==> src/rtl/iso_pkg.sv <==
// Package for the indexed offset set instruction block
package iso_pkg;
	localparam int DATA_W = 8;
	localparam int ADDR_W = 12;
	localparam int OPC_W = 16;
	// Opcode fields
	localparam logic [3:0] OPC_BSET_HI = 4'h8;
	localparam logic [7:0] OPC_SETALL_HI = 8'h68;
	localparam int BIT_LSB = 9;
	localparam int ABANK_POS = 8;
	localparam logic [7:0] OFST_MAX = 8'h5F;
	localparam logic [7:0] ALL_ONES = 8'hFF;
	localparam logic [DATA_W-1:0] DATA_RST = 8'h00;
	localparam logic [ADDR_W-1:0] ADDR_RST = 12'h000;

	typedef enum logic [3:0] {
		PH_Q1 = 4'b0001,
		PH_Q2 = 4'b0010,
		PH_Q3 = 4'b0100,
		PH_Q4 = 4'b1000
	} iso_phase_t;

	typedef enum logic [1:0] {
		OP_NONE = 2'h0,
		OP_BSET = 2'h1,
		OP_SETALL = 2'h2
	} iso_op_t;

	typedef struct packed {
		logic we;
		logic re;
		logic [ADDR_W-1:0] addr;
		logic [DATA_W-1:0] wdata;
	} iso_mem_req_t;
endpackage

==> src/rtl/iso_core.sv <==
// Decode and execute of indexed bit set and set all ones instructions
`timescale 1ns/1ps
`default_nettype none

// Summary of operation
// - In indexed mode the bit set opcode sets bit b of the byte at base pointer plus k only.
// - The bit set form takes offsets 0 to 95 and bit numbers 0 to 7 from its opcode fields.
// - The set all opcode 0x68 writes FFh to the byte at base pointer plus k, no flags touched.
// - With the extended set enable bit at zero the opcodes use plain direct addressing.
// - The operand is an offset only when it is at most 5Fh and the access bank bit is zero.
module iso_core
	import iso_pkg::*;
(
	input wire logic MCLK_I,
	input wire logic ARST_N_I,
	input wire logic EXT_SET_EN_I,
	input wire logic [OPC_W-1:0] OPCODE_I,
	input wire logic [ADDR_W-1:0] FRAME_BASE_I,
	input wire logic [ADDR_W-1:0] DIRECT_BASE_I,
	input wire logic [DATA_W-1:0] MEM_RDATA_I,
	output var logic MEM_RE_O,
	output var logic MEM_WE_O,
	output var logic [ADDR_W-1:0] MEM_ADDR_O,
	output var logic [DATA_W-1:0] MEM_WDATA_O,
	output var logic [3:0] PHASE_O
);
	iso_phase_t phase_reg;
	iso_phase_t phase_next;
	iso_op_t op_reg;
	iso_mem_req_t req_reg;
	iso_mem_req_t req_next;
	logic [DATA_W-1:0] data_reg;
	logic [DATA_W-1:0] data_next;
	logic [2:0] bit_reg;

	// Field helpers
	function automatic logic [DATA_W-1:0] bit_mask(input logic [2:0] b);
		bit_mask = 8'h01 << b;
	endfunction

	function automatic logic [ADDR_W-1:0] eff_addr(input logic [ADDR_W-1:0] b,
		input logic [7:0] k);
		eff_addr = b + {{(ADDR_W-8){1'b0}}, k};
	endfunction

	// Decode
	wire logic [7:0] operand = OPCODE_I[7:0];
	wire logic abank = OPCODE_I[ABANK_POS];
	wire logic [2:0] bit_num = OPCODE_I[BIT_LSB +: 3];
	wire logic is_bset = OPCODE_I[15:12] == OPC_BSET_HI;
	// Access bank bit is bit 8 in both forms, so set all decodes without it
	wire logic is_setall = OPCODE_I[15:9] == OPC_SETALL_HI[7:1];
	// Config bit is static after programming; a late copy would misaddress the first op
	wire logic indexed = EXT_SET_EN_I && !abank && (operand <= OFST_MAX);
	wire logic [ADDR_W-1:0] base = indexed ? FRAME_BASE_I : DIRECT_BASE_I;
	wire logic [ADDR_W-1:0] ea = eff_addr(base, operand);
	wire iso_op_t dec_op = is_setall ? OP_SETALL : (is_bset ? OP_BSET : OP_NONE);

	always_comb begin
		phase_next = PH_Q1;
		req_next = req_reg;
		data_next = data_reg;
		req_next.we = 1'b0;
		req_next.re = 1'b0;
		case (phase_reg)
			PH_Q1: begin
				phase_next = PH_Q2;
				req_next.addr = ea;
				req_next.re = dec_op != OP_NONE;
			end
			PH_Q2: begin
				phase_next = PH_Q3;
				data_next = MEM_RDATA_I;
			end
			PH_Q3: begin
				phase_next = PH_Q4;
				// Other bits kept, flags never touched
				if (op_reg == OP_BSET) begin
					req_next.wdata = data_reg | bit_mask(bit_reg);
				end else begin
					req_next.wdata = ALL_ONES;
				end
				req_next.we = op_reg != OP_NONE;
			end
			PH_Q4: begin
				phase_next = PH_Q1;
			end
			default: begin
				phase_next = PH_Q1;
			end
		endcase
	end

	// Phase ring
	always_ff @(posedge MCLK_I or negedge ARST_N_I) begin
		if (!ARST_N_I) begin
			phase_reg <= PH_Q1;
		end else begin
			phase_reg <= phase_next;
		end
	end

	// Strobes last one phase, address and data hold
	always_ff @(posedge MCLK_I or negedge ARST_N_I) begin
		if (!ARST_N_I) begin
			req_reg <= '0;
		end else begin
			req_reg <= req_next;
		end
	end

	// Target byte taken at the end of the read phase
	always_ff @(posedge MCLK_I or negedge ARST_N_I) begin
		if (!ARST_N_I) begin
			data_reg <= DATA_RST;
		end else begin
			data_reg <= data_next;
		end
	end

	// Latched at decode so later phases never look at the opcode
	always_ff @(posedge MCLK_I or negedge ARST_N_I) begin
		if (!ARST_N_I) begin
			op_reg <= OP_NONE;
			bit_reg <= 3'h0;
		end else if (phase_reg == PH_Q1) begin
			op_reg <= dec_op;
			bit_reg <= bit_num;
		end
	end

	assign MEM_RE_O = req_reg.re;
	assign MEM_WE_O = req_reg.we;
	assign MEM_ADDR_O = req_reg.addr;
	assign MEM_WDATA_O = req_reg.wdata;
	assign PHASE_O = phase_reg;

	phase_ring_a: assert property (@(posedge MCLK_I) disable iff (!ARST_N_I)
		phase_reg == PH_Q1 |=> phase_reg == PH_Q2 ##1 phase_reg == PH_Q3 ##1 phase_reg == PH_Q4)
		else $error("phase ring broken");

	read_q2_a: assert property (@(posedge MCLK_I) disable iff (!ARST_N_I)
		MEM_RE_O |-> phase_reg == PH_Q2)
		else $error("read strobe outside the read phase");

	write_q4_a: assert property (@(posedge MCLK_I) disable iff (!ARST_N_I)
		MEM_WE_O |-> phase_reg == PH_Q4 && $past(MEM_RE_O, 2))
		else $error("write without read two cycles before");

	read_write_pair_a: assert property (@(posedge MCLK_I) disable iff (!ARST_N_I)
		MEM_RE_O |-> ##2 MEM_WE_O)
		else $error("read not followed by its write");

	strobe_pulse_a: assert property (@(posedge MCLK_I) disable iff (!ARST_N_I)
		MEM_RE_O || MEM_WE_O |=> !MEM_RE_O && !MEM_WE_O)
		else $error("strobe longer than one phase");

	setall_data_a: assert property (@(posedge MCLK_I) disable iff (!ARST_N_I)
		MEM_WE_O && op_reg == OP_SETALL |-> MEM_WDATA_O == ALL_ONES)
		else $error("set all wrote wrong value");

	bset_data_a: assert property (@(posedge MCLK_I) disable iff (!ARST_N_I)
		MEM_WE_O && op_reg == OP_BSET |-> MEM_WDATA_O == ($past(MEM_RDATA_I, 2)
		| bit_mask(bit_reg)))
		else $error("bit set altered other bits");

	bset_bit_a: assert property (@(posedge MCLK_I) disable iff (!ARST_N_I)
		MEM_WE_O && op_reg == OP_BSET |-> MEM_WDATA_O[bit_reg] == 1'b1)
		else $error("selected bit not set");

	addr_hold_a: assert property (@(posedge MCLK_I) disable iff (!ARST_N_I)
		MEM_RE_O |=> ##2 MEM_ADDR_O == $past(MEM_ADDR_O, 3))
		else $error("write address differs from read");

	addr_stable_a: assert property (@(posedge MCLK_I) disable iff (!ARST_N_I)
		phase_reg != PH_Q2 |-> $stable(MEM_ADDR_O))
		else $error("address moved outside decode");

	wdata_stable_a: assert property (@(posedge MCLK_I) disable iff (!ARST_N_I)
		phase_reg != PH_Q4 |-> $stable(MEM_WDATA_O))
		else $error("write data moved outside process");

	op_hold_a: assert property (@(posedge MCLK_I) disable iff (!ARST_N_I)
		phase_reg != PH_Q1 |=> $stable(op_reg) && $stable(bit_reg))
		else $error("operation changed inside an instruction");

	index_addr_a: assert property (@(posedge MCLK_I) disable iff (!ARST_N_I)
		phase_reg == PH_Q1 && indexed && dec_op != OP_NONE |=>
		MEM_ADDR_O == $past(FRAME_BASE_I) + {4'h0, $past(operand)})
		else $error("indexed address wrong");

	offset_limit_a: assert property (@(posedge MCLK_I) disable iff (!ARST_N_I)
		phase_reg == PH_Q1 && EXT_SET_EN_I && dec_op != OP_NONE
		&& (abank || operand > OFST_MAX) |=>
		MEM_ADDR_O == $past(DIRECT_BASE_I) + {4'h0, $past(operand)})
		else $error("out of range operand not direct");

	direct_addr_a: assert property (@(posedge MCLK_I) disable iff (!ARST_N_I)
		phase_reg == PH_Q1 && !EXT_SET_EN_I && dec_op != OP_NONE |=>
		MEM_ADDR_O == $past(DIRECT_BASE_I) + {4'h0, $past(operand)})
		else $error("direct address wrong");

	no_op_idle_a: assert property (@(posedge MCLK_I) disable iff (!ARST_N_I)
		phase_reg == PH_Q1 && dec_op == OP_NONE |=> !MEM_RE_O ##2 !MEM_WE_O)
		else $error("access on unknown opcode");

	bset_cov: cover property (@(posedge MCLK_I) disable iff (!ARST_N_I)
		MEM_WE_O && op_reg == OP_BSET);

	setall_cov: cover property (@(posedge MCLK_I) disable iff (!ARST_N_I)
		MEM_WE_O && op_reg == OP_SETALL);

	direct_cov: cover property (@(posedge MCLK_I) disable iff (!ARST_N_I)
		phase_reg == PH_Q1 && !indexed && dec_op != OP_NONE);

	top_offset_cov: cover property (@(posedge MCLK_I) disable iff (!ARST_N_I)
		phase_reg == PH_Q1 && indexed && operand == OFST_MAX && dec_op != OP_NONE);

	no_op_cov: cover property (@(posedge MCLK_I) disable iff (!ARST_N_I)
		phase_reg == PH_Q1 && dec_op == OP_NONE);
endmodule

`default_nettype wire

==> config.mk <==
export PLATFORM = sky130hd
export DESIGN_NAME = iso_core
export DESIGN_NICKNAME = d
export VERILOG_FILES = /design/src/rtl/iso_pkg.sv /design/src/rtl/iso_core.sv
export SDC_FILE = /design/constraint.sdc
export NUM_CORES = 1
export LEC_CHECK = 0
export BUFFER_PORTS_ARGS = -buffer_cell sky130_fd_sc_hd__buf_2
export CAP_MARGIN = 10
export CORE_AREA = 2 2 72 74
export DETAILED_ROUTE_END_ITERATION = 12
export DIE_AREA = 0 0 74 76
export PLACE_DENSITY = 0.73
export REMOVE_ABC_BUFFERS = 1
export SETUP_SLACK_MARGIN = 0.15
export SYNTH_ARGS = -nofsm -noshare
export SYNTH_HDL_FRONTEND = slang
export SYNTH_SLANG_ARGS = --single-unit
==> constraint.sdc <==
create_clock -name MCLK_I -period 2.43 [get_ports MCLK_I]
set_input_delay 0.3645 -clock MCLK_I [delete_from_list [all_inputs] [get_ports MCLK_I]]
set_output_delay 0.3645 -clock MCLK_I [all_outputs]
set_load 0.005 [all_outputs]
# --- Yosys cells after proc, flatten, opt, wreduce, memory -nomap -nowiden ---
# Index checks and enable logic that the tools add are counted.
# Widths: inputs -> output; s select.
word_totals:
  word_cells: 30
  ff_bits: 39
  out_inout_bits: 26
  in_bits: 51
classes:
  bitwise: 1
  n_eq_ne: 6
  order_cmp: 1
  mux: 7
  n_reduce_logical: 5
  n_shift: 1
  add_sub_neg: 1
op_table:
  columns: ["op", "n"]
  rows:
  - ["$mux 13", 1]
  - ["$add 12x8->12", 1]
  - ["$mux 12", 1]
  - ["$pmux 4 s3", 1]
  - ["$le 8x7->1 const B", 1]
  - ["$mux 8", 1]
  - ["$or 8x8->8", 1]
  - ["$shl 1x3->8 const A", 1]
  - ["$eq 7x6->1 const B", 1]
  - ["$eq 4x1->1 const B", 1]
  - ["$eq 4x2->1 const B", 1]
  - ["$eq 4x3->1 const B", 1]
  - ["$eq 4x4->1 const B", 1]
  - ["$reduce_bool 2->1", 2]
  - ["$eq 2x1->1 const B", 1]
  - ["$logic_and 1x1->1", 2]
  - ["$mux 1", 2]
  - ["$mux 2", 1]
  - ["$logic_not 1->1", 1]

# --- Logic depth before layout (Yosys ltp) ---
depth:
  word_depth: 6
  ltp_mapped: 12
  ltp_nobuf: 11

# --- Worst setup path before layout ---
# No wires, ideal clock.
synth_path:
  path_kind: "input to register"
  startpoint: "in OPCODE_I[5]"
  endpoint: "reg req_reg (netlist bit MEM_ADDR_O[8])"
  path_buffers: 1
  required_time_ns: 2.348
  setup_ns: 0.082
  arrival_time_ns: 2.614
  cell_stages: 12
  setup_slack_ns: -0.266
  path_cell_list: "nand2_1 > nand3_1 > buf_2 > mux2_2 > ha_1 > inv_1 > fa_1 > and2b_1 > o2111ai_2 > a21oi_2 > or3_1 > a31oi_1"
synth_between:
  elab_chain_len: 4
synth_rtl:
  columns: ["item", "line", "source"]
  rows:
  - ["from (decl)", "iso_core.sv:17", "input wire logic [OPC_W-1:0] OPCODE_I,"]
  - ["$le 8x7->1", "iso_core.sv:54", "wire logic indexed = EXT_SET_EN_I && !abank && (operand <= OFST_MAX);"]
  - ["$logic_and 1x1->1", "iso_core.sv:54", null]
  - ["$mux 12", "iso_core.sv:55", "wire logic [ADDR_W-1:0] base = indexed ? FRAME_BASE_I : DIRECT_BASE_I;"]
  - ["$add 12x8->12 (*)", "iso_core.sv:43", "eff_addr = b + {{(ADDR_W-8){1'b0}}, k};"]
  - ["to (signal assigned)", "iso_core.sv:108", "req_reg <= req_next;"]
  - ["to (decl)", "iso_core.sv:30", "iso_mem_req_t req_reg;"]
# Mark *: on every way between the ends. The rest lies on a longest branch, timed or not.
# A chain may end at the register's enable or synchronous reset.

# --- Worst setup path in the final report ---
layout_path:
  startpoint: "in OPCODE_I[7]"
  endpoint: "reg req_reg (netlist bit MEM_ADDR_O[8])"
# The elaborated chain is that of the path after synthesis.

==> results.md <==
* Status: finished clean
* Final hold slack at 0.176 ns
* Synth Instances at 199
* Peak VDD IR at 226 uV
* 1st-pass router iterations at 4
* Min-delay worst type: in2async
* Most common cell after layout, fill and taps aside: buf_2
* WP buf/inv at 2
* Tcrit/Tclk final at 91.9%
* Final Hold Vio Count at 0
* Final Non-Filler Cells at 367
* H-tree levels at 2
* Sequential power share at 48.7%
* DIE WIDTH at 74 um
* Pre-CTS WS at -0.250 ns
* # fillers at 430
* Crit-path slowest cell: or3_1
* Clock sink total at 39
* Layout area overhead at 36.0%
* CP max stage delay at 0.35 ns
* Initial antenna violation count at 0
* Max Freq at 0.448 GHz
* Vias in the first global route at 1815
* Routed vias/inst at 5.02
* Total track usage at 18.7%
* Least-Margin Pin Slew at 0.854 ns
* IO Pins at 77
* Final min period at 2.23 ns
* DP Wirelength at 3720 um
* Placed instance count at 353
* Critical path arrival at 2.44 ns
* Die H at 76 um
* Crit path max fanout at 4
* Largest net degree at the start of global routing at 40
* Total die area at 5620 um2
* Final Max Slew Viols at 0
* Synth Flop Type: dfrtp_1
* DR DRC count at 0
* Ys async rst share at 100%
* Clock transition at the registers of the reported paths at 0.07 ns
* Clock skew at 0.00647 ns
* Switching power at 0.414 mW
* First-pass GRT wire length at 8220 um
* Final core utilization at 59.7%
* PD cells at 510 nW/um2
* Worst skew pair latency at 0.29 ns
* Maximum clock path buffer count at 2
* Headroom to the max-slew limit at 43.1%
* Family with the most delay on the worst path: simple AND/OR/NAND/NOR gates
* Row cnt at 26
* Worst Path Required at 2.64 ns
* CTS tree: done
* Part of the Yosys area used for sequential elements at 45.4%
* Routed length per instance at 13.5 um
* Drt total wl at 4970 um
* Placed instance area at 2700 um2
* Post-Syn Area per Cell at 10.8 um2
* Comb pwr share at 22.8%
* Area of the mapped netlist at 2150 um2
* CTS hold repair buffers at 0
* CP endpoint kind: flop
* Setup Viol. Count Final at 0
* Switching share of total power at 27.7%
* Max cap viols at 0
* Final setup margin at 0.197 ns
* Number of synthesized flops with an enable pin at 0
* # nets final at 356
* Share of cells above drive strength 1 at 50.5%
* Setup crit start kind: input port
* Internal power at 1.08 mW
* Fin area at 2930 um2
* CP cell instances: buf_6 > nor2_4 > nand3_4 > mux2_4 > ha_4 > inv_2 > fa_2 > and2b_1 > o2111ai_2 > a21oi_2 > or3_1 > a31oi_1
* LEAKAGE at 1.36 nW
* Remaining Overflow, GRT at 0
* Post-route total power at 1.50 mW
* Antenna fix cells at 0
* Max reg flops at 12
* Worst R2R Path Depth at 3
* Total CTS buffers at 5
* Placeable Area at 4910 um2
* GP Congestion at 0.843
* Port buffer count at 76
* Seq cells post-synth at 39
* Warnings, synthesis at 0
* Unrepaired setup endpoints after global routing: true
* Initial Utilization at 43.9%
* Routed Antenna Nets at 0
* CTS root buf: clkbuf_8
* Setup Crit Path Kind: in2reg
* Most frequent cells in the layout: buf_2, dfrtp_1, nand2_1, buf_4, mux2_2
* Initial DRC Count at 67
* Clock share of power at 28.5%
* Via count at 1842
* Setup tns final at 0 ns
* Library cells used by synthesis at 48
* Crit path depth at 12
[layer usage]
layer	vias to the layer above	track usage (%)	wire length, um
met5	-	0	0
met3	8	5.29	265
li1	918	-	-
met4	0	4.36	71
met2	56	30.8	2450
met1	860	23.9	2180
[kinds of logic after synthesis]
| kind of cell | count (synthesis) | synth area share [%] |
|---|---|---|
| AOI/OAI and AO/OA | 45 | 17.2 |
| xor gates and xnor gates | 4 | 1.63 |
| adders and majority gates | 9 | 5.58 |
| buffers and inverters | 16 | 4.30 |
| DFF | 39 | 45.4 |
| muxes | 22 | 11.3 |
| and+or+nand+nor | 64 | 14.6 |
[worst reg2reg max path, delay by kind of cell, from the launching register on]
| kind | cells | cell delay [ns] |
|---|---|---|
| and+or+nand+nor | 1 | 0.74 |
| DFF | 1 | 0.57 |
| buffers and inverters | 1 | 0.32 |
| AOI/OAI and AO/OA | 1 | 0.25 |
[power by group through the flow]
stage / combinational, mW / clock (mW) / sequential, mW
final: 0.341 / 0.427 / 0.728
after global routing: 0.382 / 0.470 / 0.734
after CTS: 0.314 / 0.440 / 0.728
after detailed placement: 0.306 / 0 / 0.740
after global placement: 0.299 / 0 / 0.740
after floorplan: 0.150 / 0 / 0.737
[path summary, 6_finish.rpt]
check	startpoint	end	slack [ns]
worst max-delay path	OPCODE_I[7]	MEM_ADDR_O[8]	0.20
max in group asynchronous	ARST_N_I	PHASE_O[1]	1.71
worst min-delay path	ARST_N_I	data_reg[6]	0.18
worst max register to register	PHASE_O[0]	MEM_ADDR_O[6]	0.46
worst min register to register	MEM_ADDR_O[0]	MEM_ADDR_O[0]	0.48
min in group MCLK_I	OPCODE_I[12]	MEM_RE_O	0.26
[repair_timing]
item                                   in CTS  in global routing
endpoints found under the hold margin       0                  0
setup endpoints to repair                   5                  6
resized for setup                           5                 13
setup buffers                               3                  3
pin swaps                                   5                 13
[final cells by class]
type | instances | area, um2 | area share, %
Clock buffer | 6 | 72.6 | 2.48
Clock inverter | 2 | 12.5 | 0.427
Inverter | 6 | 27.5 | 0.939
Multi-Input combinational cell | 144 | 1180 | 40.3
Sequential cell | 39 | 977 | 33.3
Tap cell | 70 | 87.6 | 2.99
Timing Repair Buffer | 100 | 571 | 19.5
[Yosys cell counts, types with 4 or more instances]
cell type,number,area [um2]
mux2_2,19,214
nand2_1,35,131
o32a_1,7,70.1
nand3_1,4,20.0
buf_2,4,20.0
ha_1,8,100
nor2_1,8,30.0
a21oi_1,4,20.0
o21ai_1,4,20.0
dfrtp_1,38,951
o21ai_0,4,20.0
inv_1,5,18.8
(Power assumes the default switching activity.)
